**src/rtl/icc_pkg.sv**
```systemverilog
// Constants, field positions and carrier types for the input capture channel
package icc_pkg;

  // ---------------------------------------------------------------------------
  // Register map
  // ---------------------------------------------------------------------------
  localparam int          ADDR_W         = 2;
  localparam int          DATA_W         = 16;
  localparam logic [1:0]  ADDR_CTRL      = 2'h0;
  localparam logic [1:0]  ADDR_CAPBUF    = 2'h1;
  localparam logic [1:0]  ADDR_INT_STAT  = 2'h2;
  localparam logic [1:0]  ADDR_INT_MASK  = 2'h3;

  // ---------------------------------------------------------------------------
  // Control register fields
  // ---------------------------------------------------------------------------
  localparam int BIT_STOP_IDLE  = 13;
  localparam int BIT_TMR_SEL    = 7;
  localparam int BIT_CPI_HI     = 6;
  localparam int BIT_CPI_LO     = 5;
  localparam int BIT_OVF        = 4;
  localparam int BIT_BNE        = 3;
  localparam int BIT_MODE_HI    = 2;
  localparam int BIT_MODE_LO    = 0;

  // Capture mode codes
  localparam logic [2:0] MODE_OFF        = 3'h0;
  localparam logic [2:0] MODE_EVERY_EDGE = 3'h1;
  localparam logic [2:0] MODE_FALL       = 3'h2;
  localparam logic [2:0] MODE_RISE       = 3'h3;
  localparam logic [2:0] MODE_RISE_4     = 3'h4;
  localparam logic [2:0] MODE_RISE_16    = 3'h5;
  localparam logic [2:0] MODE_UNUSED     = 3'h6;
  localparam logic [2:0] MODE_WAKE       = 3'h7;

  // Prescaler terminal counts (edges minus one)
  localparam logic [3:0] PRESC_LAST_4    = 4'h3;
  localparam logic [3:0] PRESC_LAST_16   = 4'hf;

  // ---------------------------------------------------------------------------
  // Buffer and interrupt layout
  // ---------------------------------------------------------------------------
  localparam int          FIFO_DEPTH     = 4;
  localparam int          PTR_W          = 2;
  localparam int          CNT_W          = 3;
  localparam logic [2:0]  FIFO_FULL_CNT  = 3'h4;
  localparam int          INT_CAPTURE    = 0;
  localparam int          INT_OVERFLOW   = 1;
  localparam int          INT_WAKE       = 2;
  localparam int          INT_W          = 3;

  // Reset values
  localparam logic [DATA_W-1:0] RST_DATA = 16'h0000;
  localparam logic [INT_W-1:0]  RST_INT  = 3'h0;

  // ---------------------------------------------------------------------------
  // Types
  // ---------------------------------------------------------------------------
  typedef struct packed {
    logic       stop_in_idle;
    logic       timer_select;
    logic [1:0] captures_per_interrupt;
    logic [2:0] capture_mode_select;
  } icc_ctrl_t;

  typedef struct packed {
    logic [ADDR_W-1:0] addr;
    logic [DATA_W-1:0] wdata;
    logic              wr;
    logic              rd;
  } icc_bus_req_t;

  typedef struct packed {
    logic              cpu_idle;
    logic              cpu_sleep;
  } icc_power_t;

  typedef struct packed {
    icc_ctrl_t                          ctrl;
    logic [FIFO_DEPTH-1:0][DATA_W-1:0]  fifo;
    logic [PTR_W-1:0]                   wr_ptr;
    logic [PTR_W-1:0]                   rd_ptr;
    logic [CNT_W-1:0]                   count;
    logic                               overflow;
    logic                               pin_prev;
    logic [3:0]                         presc;
    logic [1:0]                         decim;
    logic [INT_W-1:0]                   int_status;
    logic [INT_W-1:0]                   int_mask;
    logic [DATA_W-1:0]                  rdata;
  } icc_state_t;

endpackage

```
**src/rtl/icc_capture.sv**
```systemverilog
// Input capture channel: edge detect, prescale, capture buffer, registers, interrupt
//
// Contract
// - With stop_in_idle set, the channel halts during CPU idle; otherwise it runs.
// - timer_select 1 captures the second timer, 0 captures the third timer.
// - captures_per_interrupt 00..11 raises interrupt every first..fourth capture.
// - Read-only overflow flag at bit 4; writes ignored, hardware clears it.
// - Read-only buffer-not-empty flag at bit 3; high while unread captures remain.
// - Mode 111 is only a rising-edge wake interrupt in sleep or idle.
// - Mode 101 captures every sixteenth rising edge, mode 100 every fourth.
// - Mode 011 captures every rising edge, mode 010 every falling edge.
// - An every-edge mode exists; captures_per_interrupt does not govern it.
// - Mode 000 turns the channel off; unused mode 110 also disables it.
// - Unimplemented control bits 15-14 and 12-8 always read zero.
//
// Design decisions made here: strobed register access and the placing of the registers.
module icc_capture
  import icc_pkg::*;
(
  input  wire logic                     clk,
  input  wire logic                     rst_n,
  input  wire icc_pkg::icc_bus_req_t    bus_req,
  output logic [icc_pkg::DATA_W-1:0]    reg_rdata,
  input  wire logic                     cap_pin,
  input  wire logic [icc_pkg::DATA_W-1:0] second_general_timer,
  input  wire logic [icc_pkg::DATA_W-1:0] third_general_timer,
  input  wire icc_pkg::icc_power_t      power,
  output logic                          irq
);
  import icc_pkg::*;

  // ---------------------------------------------------------------------------
  // Helpers
  // ---------------------------------------------------------------------------
  function automatic logic mode_is_off(input logic [2:0] m);
    return (m == MODE_OFF) || (m == MODE_UNUSED);
  endfunction

  function automatic logic [PTR_W-1:0] ptr_inc(input logic [PTR_W-1:0] p);
    return p + PTR_W'(1);
  endfunction

  function automatic logic [DATA_W-1:0] ctrl_image(input icc_state_t st);
    logic [DATA_W-1:0] v;
    v = RST_DATA;
    v[BIT_STOP_IDLE]             = st.ctrl.stop_in_idle;
    v[BIT_TMR_SEL]               = st.ctrl.timer_select;
    v[BIT_CPI_HI:BIT_CPI_LO]     = st.ctrl.captures_per_interrupt;
    v[BIT_OVF]                   = st.overflow;
    v[BIT_BNE]                   = (st.count != '0);
    v[BIT_MODE_HI:BIT_MODE_LO]   = st.ctrl.capture_mode_select;
    return v;
  endfunction

  // ---------------------------------------------------------------------------
  // State
  // ---------------------------------------------------------------------------
  icc_state_t s_reg;
  icc_state_t s_next;

  logic [2:0]        mode;
  logic              halted;
  logic              rise;
  logic              fall;
  logic              cap_event;
  logic              cap_int;
  logic [DATA_W-1:0] cap_value;
  logic              popped;
  logic [3:0]        presc_last;

  assign mode = s_reg.ctrl.capture_mode_select;

  always_comb begin
    s_next     = s_reg;
    halted     = s_reg.ctrl.stop_in_idle && power.cpu_idle;
    rise       = cap_pin && !s_reg.pin_prev;
    fall       = !cap_pin && s_reg.pin_prev;
    cap_event  = 1'b0;
    cap_int    = 1'b0;
    popped     = 1'b0;
    presc_last = (mode == MODE_RISE_16) ? PRESC_LAST_16 : PRESC_LAST_4;
    cap_value  = s_reg.ctrl.timer_select ? second_general_timer
                                         : third_general_timer;

    s_next.pin_prev = cap_pin;
    s_next.rdata    = RST_DATA;

    // -------------------------------------------------------------------------
    // Register reads
    // -------------------------------------------------------------------------
    if (bus_req.rd) begin
      unique case (bus_req.addr)
        ADDR_CTRL: begin
          s_next.rdata = ctrl_image(s_reg);
        end
        ADDR_CAPBUF: begin
          if (s_reg.count != '0) begin
            s_next.rdata  = s_reg.fifo[s_reg.rd_ptr];
            s_next.rd_ptr = ptr_inc(s_reg.rd_ptr);
            s_next.count  = s_reg.count - CNT_W'(1);
            popped        = 1'b1;
          end
        end
        ADDR_INT_STAT: begin
          s_next.rdata             = {{(DATA_W-INT_W){1'b0}}, s_reg.int_status};
          s_next.int_status        = RST_INT;
        end
        ADDR_INT_MASK: begin
          s_next.rdata             = {{(DATA_W-INT_W){1'b0}}, s_reg.int_mask};
        end
      endcase
    end

    // -------------------------------------------------------------------------
    // Register writes; flag bits are not writable
    // -------------------------------------------------------------------------
    if (bus_req.wr) begin
      unique case (bus_req.addr)
        ADDR_CTRL: begin
          s_next.ctrl.stop_in_idle           = bus_req.wdata[BIT_STOP_IDLE];
          s_next.ctrl.timer_select           = bus_req.wdata[BIT_TMR_SEL];
          s_next.ctrl.captures_per_interrupt = bus_req.wdata[BIT_CPI_HI:BIT_CPI_LO];
          s_next.ctrl.capture_mode_select    = bus_req.wdata[BIT_MODE_HI:BIT_MODE_LO];
          // Mode change restarts the edge and capture counting
          if (bus_req.wdata[BIT_MODE_HI:BIT_MODE_LO] != mode) begin
            s_next.presc = '0;
            s_next.decim = '0;
          end
          // Switching off flushes the buffer and its flags
          if (mode_is_off(bus_req.wdata[BIT_MODE_HI:BIT_MODE_LO])) begin
            s_next.count    = '0;
            s_next.rd_ptr   = s_next.wr_ptr;
            s_next.overflow = 1'b0;
          end
        end
        ADDR_INT_MASK: begin
          s_next.int_mask = bus_req.wdata[INT_W-1:0];
        end
        default: begin
        end
      endcase
    end

    // -------------------------------------------------------------------------
    // Edge qualification per mode
    // -------------------------------------------------------------------------
    if (mode == MODE_WAKE) begin
      // Other control bits, idle halt included, do not apply here
      if (rise && (power.cpu_sleep || power.cpu_idle)) begin
        s_next.int_status[INT_WAKE] = 1'b1;
      end
    end else if (!halted && !mode_is_off(mode)) begin
      unique case (mode)
        MODE_EVERY_EDGE: cap_event = rise || fall;
        MODE_FALL:       cap_event = fall;
        MODE_RISE:       cap_event = rise;
        MODE_RISE_4, MODE_RISE_16: begin
          if (rise) begin
            if (s_reg.presc >= presc_last) begin
              cap_event    = 1'b1;
              s_next.presc = '0;
            end else begin
              s_next.presc = s_reg.presc + 4'h1;
            end
          end
        end
        default: cap_event = 1'b0;
      endcase
    end

    // -------------------------------------------------------------------------
    // Capture into buffer, overflow and interrupt decimation
    // -------------------------------------------------------------------------
    if (cap_event) begin
      if (s_next.count < FIFO_FULL_CNT) begin
        s_next.fifo[s_next.wr_ptr] = cap_value;
        s_next.wr_ptr              = ptr_inc(s_next.wr_ptr);
        s_next.count               = s_next.count + CNT_W'(1);
      end else begin
        // Value is dropped; older entries are kept
        s_next.overflow                 = 1'b1;
        s_next.int_status[INT_OVERFLOW] = 1'b1;
      end
      if (mode == MODE_EVERY_EDGE) begin
        cap_int = 1'b1;
      end else if (s_reg.decim >= s_reg.ctrl.captures_per_interrupt) begin
        cap_int      = 1'b1;
        s_next.decim = '0;
      end else begin
        s_next.decim = s_reg.decim + 2'h1;
      end
    end
    if (cap_int) begin
      s_next.int_status[INT_CAPTURE] = 1'b1;
    end

    // Overflow clears once software has drained the buffer
    if (popped && (s_next.count == '0) && !cap_event) begin
      s_next.overflow = 1'b0;
    end
  end

  // ---------------------------------------------------------------------------
  // Registered state
  // ---------------------------------------------------------------------------
  always_ff @(posedge clk) begin
    if (!rst_n) begin
      s_reg <= '0;
    end else begin
      s_reg <= s_next;
    end
  end

  assign reg_rdata = s_reg.rdata;
  assign irq       = |(s_reg.int_status & s_reg.int_mask);

endmodule

```
**config.mk**
```make
export PLATFORM = sky130hd
export DESIGN_NAME = icc_capture
export DESIGN_NICKNAME = d
export VERILOG_FILES = /design/src/rtl/icc_pkg.sv /design/src/rtl/icc_capture.sv
export SDC_FILE = /design/constraint.sdc
export NUM_CORES = 1
export LEC_CHECK = 0
export BUFFER_PORTS_ARGS = -buffer_cell sky130_fd_sc_hd__buf_2
export CORE_MARGIN = 2
export CORE_UTILIZATION = 45
export DETAILED_ROUTE_END_ITERATION = 12
export PLACE_DENSITY = 0.76
export SYNTH_ARGS = -nofsm -noshare
export SYNTH_HDL_FRONTEND = slang
export SYNTH_SLANG_ARGS = --single-unit
```
**constraint.sdc**
```tcl
create_clock -name clk -period 2.13 [get_ports clk]
set_input_delay 0.1065 -clock clk [delete_from_list [all_inputs] [get_ports clk]]
set_output_delay 0.1065 -clock clk [all_outputs]
set_load 0.02 [all_outputs]
```
* Word-level counts from Yosys, hierarchy flattened
Cells that the tools add are included.
** Word-level totals
- Register bits after elaboration :: 108
- Input port bits :: 57
- Logic and storage cells :: 124
- Output and inout bits :: 17
** Cells by class
- Eq/ne operators :: 12
- Reductions and logical operators :: 32
- Bitwise operators :: 2
- $lt $le $gt $ge :: 6
- Mux-type cells :: 47
- Add/sub/neg operators :: 6
** Operators by type and width (number)
- $bwmux 64 :: 1
- $mux 16 :: 4
- $pmux 16 s4 :: 1
- $mux 6 :: 6
- $bmux 16 s2 :: 1
- $demux 16 s2 :: 1
- $mux 4 :: 7
- $mux 1 :: 16
- $eq 3x3->1 const B :: 5
- $mux 5 :: 3
- $reduce_and 2->1 :: 5
- $logic_not 3->1 :: 3
- $mux 3 :: 3
- $logic_and 1x1->1 :: 8
- $add 2x1->2 const B :: 3
- $eq 3x2->1 const B :: 2
- $lt 2x3->1 const B :: 2
- $mux 2 :: 3
- $logic_not 1->1 :: 5
- $add 4x1->4 const B :: 1
- $eq 2x2->1 const B :: 2
- $ge 4x4->1 :: 1
- $logic_or 1x1->1 :: 4
- $pmux 1 s4 :: 1
- other kinds (15) :: 17

* Logic depth before layout (Yosys ltp)
Gate-level depths: netlist (run 1).
- Depth after elaboration :: 14
- Gate-level depth with buffers :: 11
- Depth with buffers taken out :: 9

* Least setup slack after synthesis (run 1)
No wires, ideal clock.
- Path type :: reg-to-reg
- Start :: register s_reg (netlist bit mode[2])
- End :: register s_reg[19] (netlist bit)
- Arrival time :: 2.192 ns
- Buffers on the path :: 3
- Data required time :: 2.002 ns
- Setup slack :: -0.190 ns
- Cell stages (with the launch flop) :: 12
- Cell sequence :: dfxtp_1 -> buf_2 -> nand2_1 -> or2_2 -> ha_1 -> a21o_1 -> a21oi_2 -> a2bb2oi_2 -> buf_2 -> buf_6 -> a2bb2oi_1 -> nor2_1
** Between the ends
- Longest elaborated chain between the ends :: 11
- Elaborated cells between the ends (all ways) :: 25
** RTL lines
- from (decl) :: line icc_capture.sv:58 : icc_state_t s_reg;
- from (signal assigned) :: line icc_capture.sv:210 : s_reg <= s_next;
- $eq 3x3->1 :: line icc_capture.sv:81, icc_capture.sv:153
- $mux 4 :: line icc_capture.sv:81 : presc_last = (mode == MODE_RISE_16) ? PRESC_LAST_16 : PRESC_LAST_4;
- $ge 4x4->1 :: line icc_capture.sv:159 : if (s_reg.presc >= presc_last) begin
- $mux 1 :: line icc_capture.sv:159
- $mux 1 :: line icc_capture.sv:158 : if (rise) begin
- $pmux 1 s4 :: line icc_capture.sv:153 : unique case (mode)
- $mux 1 :: line icc_capture.sv:152 : end else if (!halted && !mode_is_off(mode)) begin
- $mux 1 :: line icc_capture.sv:147 : if (mode == MODE_WAKE) begin
- $mux 1 * :: line icc_capture.sv:174 : if (cap_event) begin
- $reduce_bool 2->1 (no source line)
- $reduce_and 2->1 (no source line)
Every way passes the cells marked *; elsewhere a longest branch is shown, timed or not.
A chain may end at the register's enable or synchronous reset.

* Worst setup path in the final report (run 1)
- Start :: register s_reg (netlist bit mode[0])
- End :: register s_reg[29] (netlist bit)
** Between the ends
- Longest elaborated chain between the ends :: 13
- Elaborated cells between the ends (all ways) :: 25
** RTL lines
- $eq 3x3->1 :: line icc_capture.sv:81, icc_capture.sv:153
- $mux 4 :: line icc_capture.sv:81
- $ge 4x4->1 :: line icc_capture.sv:159
- $mux 1 :: line icc_capture.sv:159
- $mux 1 :: line icc_capture.sv:158
- $pmux 1 s4 :: line icc_capture.sv:153
- $mux 1 :: line icc_capture.sv:152
- $mux 1 * :: line icc_capture.sv:147
- $mux 4 :: line icc_capture.sv:174
- $logic_not 3->1 :: line icc_capture.sv:198 : if (popped && (s_next.count == '0) && !cap_event) begin
- $logic_and 1x1->1 (2 in a row) :: line icc_capture.sv:198
- $reduce_or 2->1 (no source line)
Marks and branches as above.

==> results.toml, run 1 <==
[synth]
netlist_area_um2 = 5630
ys_ff_latch = 108
synthTopCellsByArea = "dfxtp_1 (38%), o31ai_1 (8.7%), nand4_1 (7.2%)"
synth_cell_types = 55
yosysTopAreaCellShare_pct = 38.4
synth_edf_count = 0
yosys_warnings = 0
synthArstFlopShare_pct = 0
synth_seq_area_share_pct = 38.4
synth-main-ff-cell = "dfxtp_1"
synth.avg_cell_area_um2 = 9.49
synth_cells = 593
synth_largest_area_cell = "dfxtp_1"
synthesis.nets = 664

[layout]
drive_above_1_share_pct = 30.9
final_common_cell = "dfxtp_1"
layoutNonFillerInstCount = 796
largest_reg_flops = 89
final_cell_mix = "dfxtp_1 (106), a21oi_1 (73), nand4_1 (65)"
fin_area_um2 = 6620
fin_nets = 696
syn_to_final_growth_pct = 17.6
n_antenna_cell = 0

[placement]
dp.final_hpwl_mm = 9.52
dp_cells = 770
dpl_cell_area_um2 = 6030
gp_congestion = 0.806
port_buffers = 64

[route]
postRouteAntennaNets = 0
drcViolationCount = 0
via_per_inst = 6.33
num_vias = 5038
wl_mm = 15.9
wire_per_inst_um = 19.9
first_pass_iters = 5
drtIter0Drc = 538

[floorplan]
start_util_pct = 46.4
die-area_um2 = 13400
die_w_um = 116
rows = 40
die_h_um = 116
coreArea_um2 = 12100
io_pins = 74

[setup_path]
reg2reg_depth = 10
r2r_slack_ns = -0.06
crit_family = "compound AO/OA/AOI/OAI gates"
crit_path_end_kind = "flip-flop"
startpoint_type = "flip-flop"
reg2reg_from = "mode[0]"
crit_top_cell = "buf_4"
cp.required_ns = 2.34
crit_buf_inv = 2
cp_cell_sequence = "nand2_2, or2_4, ha_4, a21o_1, a21oi_4, o2bb2ai_4, buf_4, buf_4, nor3_2, nor4_2"
cpMaxStageDelayCell = "dfxtp_2"
crit_arrival_ns = 2.40
worstPathMaxFanout = 8
cpPeakStageDelay_ns = 0.34
path_class = "reg2reg"
rr_endpoint = "s_reg[29]"

[worst_hold_path]
whs_endpoint = "s_reg[106]"
min_path_type = "in2reg"
hold_depth = 3
min_from = "bus_req[9]"

[clock_tree]
clock_latency_ns = 0.35
hold_buffers = 0
clkSinkCount = 108
cts_tree = "yes"
ctsRootBufferMaster = "clkbuf_16"
clkTransAtPathRegs_ns = 0.07
htree_levels = 3
cts_buffer_depth = 2
cts_buffers = 9

[grt]
grt_pass1_vias = 4680
antenna_found_initial = 0
grt_max_degree = 70
grt_pass1_wl_mm = 23.8
grtUsageTotal_pct = 22.7
overflow = 0

[power_and_ir_drop]
p_leak_uw = 0.00235
fin_total_pwr_uw = 4090
ir_drop_mv = 0.403
power_density_nw_per_um2 = 619

[sta]
fmax_mhz = 456
whs_ns = 0.0147
fin_crit_ns = 2.19
tightest_slew_ns = 0.808
clock-skew-final_ns = 0.00920
slew_violations = 0
fin_ws_ns = -0.0624
setup_viol = 33
relSlewSlack_pct = 46.1
finalCritPeriodShare_pct = 103
finalSetupTns_ns = -0.573
hold_viol_final = 0
grt_setup_unrepaired = "true"

[status]
status = "complete, but fails checks"
violations = "negative setup slack"

[job]
cap_violations = 0
area by class of cell:
| class | count | area, µm² |
|---|---|---|
| Fill cell | 1071 | 5490 |
| Timing Repair Buffer | 103 | 767 |
| Multi-Input combinational cell | 387 | 3140 |
| Sequential cell | 108 | 2160 |
| Tap cell | 168 | 210 |
| Inverter | 16 | 60.1 |
| Clock inverter | 1 | 7.51 |
| Clock buffer | 13 | 270 |
cells in the mapped netlist (4+ instances only):
library cell,number
dfxtp_1,108
a21oi_1,75
nand4_1,65
o31ai_1,65
clkbuf_1,31
nor2_1,25
buf_2,20
buf_4,20
mux2_2,16
mux4_2,16
inv_1,15
ha_1,14
mux2i_1,11
nand2_1,11
and3_1,10
a211oi_1,9
buf_6,9
o21ai_1,6
a22oi_1,5
a32o_1,5
nand3_1,5
xor2_1,5
nor2b_1,4
worst max path at each step:
stage             from        end  slack [ns]  cells past startpoint
6_report       mode[0]  s_reg[29]       -0.06                     10
5_1_grt        mode[0]  s_reg[29]       -0.13                     10
4_1_cts        mode[2]  s_reg[95]       0.008                      9
3_5_place_dp   mode[2]  s_reg[84]       -0.04                      9
3_3_place_gp   mode[2]  s_reg[95]        0.04                      9
2_1_floorplan  mode[2]  s_reg[19]        0.05                     11
routing by layer:
layer | share of wire, % | routed length [µm] | track usage [%] | vias up
met5 | 0 | 0 | 0 | -
met4 | 2.0 | 310 | 6.83 | 0
met3 | 8.1 | 1280 | 5.39 | 32
met2 | 49 | 7730 | 37.9 | 251
met1 | 41 | 6550 | 29.5 | 2453
li1 | - | - | - | 2302
worst reg2reg max path: stages, from the launching register on:
cell and delay, ns:
dfxtp_2 0.34, nand2_2 0.06, or2_4 0.25, ha_4 0.22, a21o_1 0.21, a21oi_4 0.23, o2bb2ai_4 0.18, buf_4 0.19
buf_4 0.13, nor3_2 0.20, nor4_2 0.05
where the power goes:
part	switching (µW)	total [µW]	internal, µW
logic	264	435	171
registers	18.6	2060	2040
clock network	721	1600	877
total	1000	4090	3090
logic make-up (layout without fill, tap and decap cells):
kind of cell,count (synthesis),after routing,synth area share [%]
buffers and inverters,98,133,9.52
xor gates and xnor gates,8,8,1.25
DFF,108,108,38.4
muxes,44,44,11.8
and+or+nand+nor,139,139,14.6
AOI/OAI and AO/OA,182,182,21.3
adders and majority gates,14,14,3.11
per-stage QoR:
stage / setup slack, ns / util (%)
6_report: -0.0624 / 54.6
5_1_grt: -0.132 / 54.6
4_1_cts: 0.00831 / 52.3
3_5_place_dp: -0.0409 / 49.8
3_3_place_gp: 0.0375 / 49.8
2_1_floorplan: 0.0451 / -
timing repair:
item / CTS / global route
hold endpoints to repair: 0 / 0
pin swaps: 1 / 12
gates resized for setup: 1 / 36
endpoints found under the setup margin: 48 / 72
gates cloned: 0 / 4
buffers inserted: 3 / 5
Power figures use the tool's default switching activity.
==> run 2, diff against run 1 <==
--- a/config.mk
+++ b/config.mk
@@ -10,6 +10,7 @@
 export CORE_UTILIZATION = 45
 export DETAILED_ROUTE_END_ITERATION = 12
 export PLACE_DENSITY = 0.76
+export RECOVER_POWER = 25
 export SYNTH_ARGS = -nofsm -noshare
 export SYNTH_HDL_FRONTEND = slang
 export SYNTH_SLANG_ARGS = --single-unit
==> run 2 against run 1 <==
  * The flow still finishes with violations (negative setup slack)
  * Sequential share of layout area rose by 0.062 points
  * Combinational power about the same
  * Clock power is essentially flat
  * Non-clock buffer count did not move
  * Total power is essentially flat
  * First-iteration DRC count shrank 3.3%
  * Wire length down 0.26%
  * Clock skew hardly changed
  * Register-to-register slack hardly changed
  * Largest cell class unchanged
  * Flip-flop and latch count unchanged
  * Final area is 0.19% lower
==> results.toml, run 2 (same netlist as run 1, synthesis figures left out) <==
[floorplan]
start_util_pct = 46.4
die-area_um2 = 13400
coreArea_um2 = 12100
die_w_um = 116
rows = 40
die_h_um = 116
io_pins = 74

[layout]
layoutNonFillerInstCount = 796
fin_nets = 696
syn_to_final_growth_pct = 17.4
largest_reg_flops = 89
fill_cells = 1073
final_common_cell = "dfxtp_1"
drive_above_1_share_pct = 30.1
final_cell_mix = "dfxtp_1 (106), a21oi_1 (73), nand4_1 (65)"
final_util_pct = 54.5
n_antenna_cell = 0

[sta]
grt_setup_unrepaired = "true"
tightest_slew_ns = 0.823
finalCritPeriodShare_pct = 103
clock-skew-final_ns = 0.00903
fin_ws_ns = -0.0600
fmax_mhz = 457
whs_ns = 0.0179
fin_crit_ns = 2.19
slew_violations = 0
relSlewSlack_pct = 45.1
setup_viol = 31
hold_viol_final = 0

[status]
status = "complete, but fails checks"
violations = "negative setup slack"

[clock_tree]
cts_buffer_depth = 2
ctsRootBufferMaster = "clkbuf_16"
htree_levels = 3
cts_tree = "yes"
clock_latency_ns = 0.35
cts_buffers = 9
clkSinkCount = 108
clkTransAtPathRegs_ns = 0.07
hold_buffers = 0

[grt]
overflow = 0
antenna_found_initial = 0
grt_max_degree = 70
grt_pass1_vias = 4680
grt_pass1_wl_mm = 23.8
grtUsageTotal_pct = 22.7

[route]
wl_met3_mm = 1.26
met2_length_mm = 7.77
num_vias = 5016
wl_mm = 15.8
drtIter0Drc = 520
routed.top_layer = "met4"
first_pass_iters = 5
via_per_inst = 6.30
drt-met1-wl_mm = 6.53
wire_per_inst_um = 19.9
drcViolationCount = 0
postRouteAntennaNets = 0

[placement]
gp_congestion = 0.806
dp.final_hpwl_mm = 9.52
port_buffers = 64
dp_cells = 770

[power_and_ir_drop]
ir_drop_mv = 0.400
fin_total_pwr_uw = 4090
p_leak_uw = 0.00234
combPwrFrac_pct = 10.6
power_density_nw_per_um2 = 620
internal_power_uw = 3090
power.switching_uw = 1000
sw_frac_of_total_pct = 24.5
power_frac_seq_pct = 50.4
p_clk_share_pct = 39.1

[setup_path]
crit_path_end_kind = "flip-flop"
worstPathMaxFanout = 8
startpoint_type = "flip-flop"
crit_arrival_ns = 2.40
path_class = "reg2reg"
cp.required_ns = 2.34

[job]
cap_violations = 0

[worst_hold_path]
min_path_type = "in2reg"
run 2: cell count changes in the layout (fill, tap and decap cells not counted):
cell      before  now
nor3b_1        1    2
buf_4         25   24
nor3b_2        1    0
buf_2         64   61
clkbuf_1       1    5
run 2: layout make-up:
type | instances | area [µm²] | area share, %
multi-input combinational | 387 | 3130 | 47.4
sequential | 108 | 2160 | 32.8
timing repair buffer | 103 | 759 | 11.5
clock buffer | 13 | 270 | 4.09
tap | 168 | 210 | 3.18
inverter | 16 | 60.1 | 0.909
clock inverter | 1 | 7.51 | 0.114
run 2: routing by layer:
| metal | vias up | global-route usage [%] |
|---|---|---|
| met4 | 0 | 6.83 |
| met3 | 31 | 5.39 |
| met5 | - | 0 |
| li1 | 2316 | - |
| met1 | 2418 | 29.5 |
| met2 | 251 | 37.9 |
run 2: power groups by stage:
stage          sequential [µW]  combinational (µW)  clock (µW)
6_report                  2060                 434        1600
2_1_floorplan             2100                 261           0
3_5_place_dp              2110                 389           0
4_1_cts                   2060                 394        1630
3_3_place_gp              2100                 375           0
5_1_grt                   2060                 463        1700
run 2: worst max-delay path, cell delays in order (launching register included):
cell	delay, ns
dfxtp_2	0.34
nand2_2	0.06
or2_4	0.25
ha_4	0.22
a21o_1	0.21
a21oi_4	0.23
o2bb2ai_4	0.18
buf_4	0.18
buf_4	0.13
nor3_2	0.20
nor4_2	0.05
run 2: timing repair:
| item | in CTS | in global routing |
|---|---|---|
| gates resized for setup | 1 | 36 |
| setup buffers | 3 | 5 |
| gates cloned | 0 | 4 |
| pin swaps | 1 | 12 |
| endpoints found under the setup margin | 48 | 72 |
run 2: metrics by stage:
| step | area (µm²) | worst slack, ns | setup TNS (ns) |
|---|---|---|---|
| final | 6610 | -0.0600 | -0.553 |
| after global routing | 6610 | -0.132 | -4.33 |
| after CTS | 6330 | 0.00831 | 0 |
| after detailed placement | 6030 | -0.0409 | -0.574 |
| after global placement | 6030 | 0.0375 | 0 |
| after floorplan | 5670 | 0.0451 | 0 |
run 2: final timing paths:
kind                            slack (ns)    endpoint  depth (start not counted)        from
worst max-delay path                 -0.06   s_reg[29]                         10     mode[0]
worst min register to register        0.47  s_reg[100]                          2  s_reg[100]
worst max register to register       -0.06   s_reg[29]                         10     mode[0]
worst min-delay path                  0.02  s_reg[106]                          3  bus_req[9]
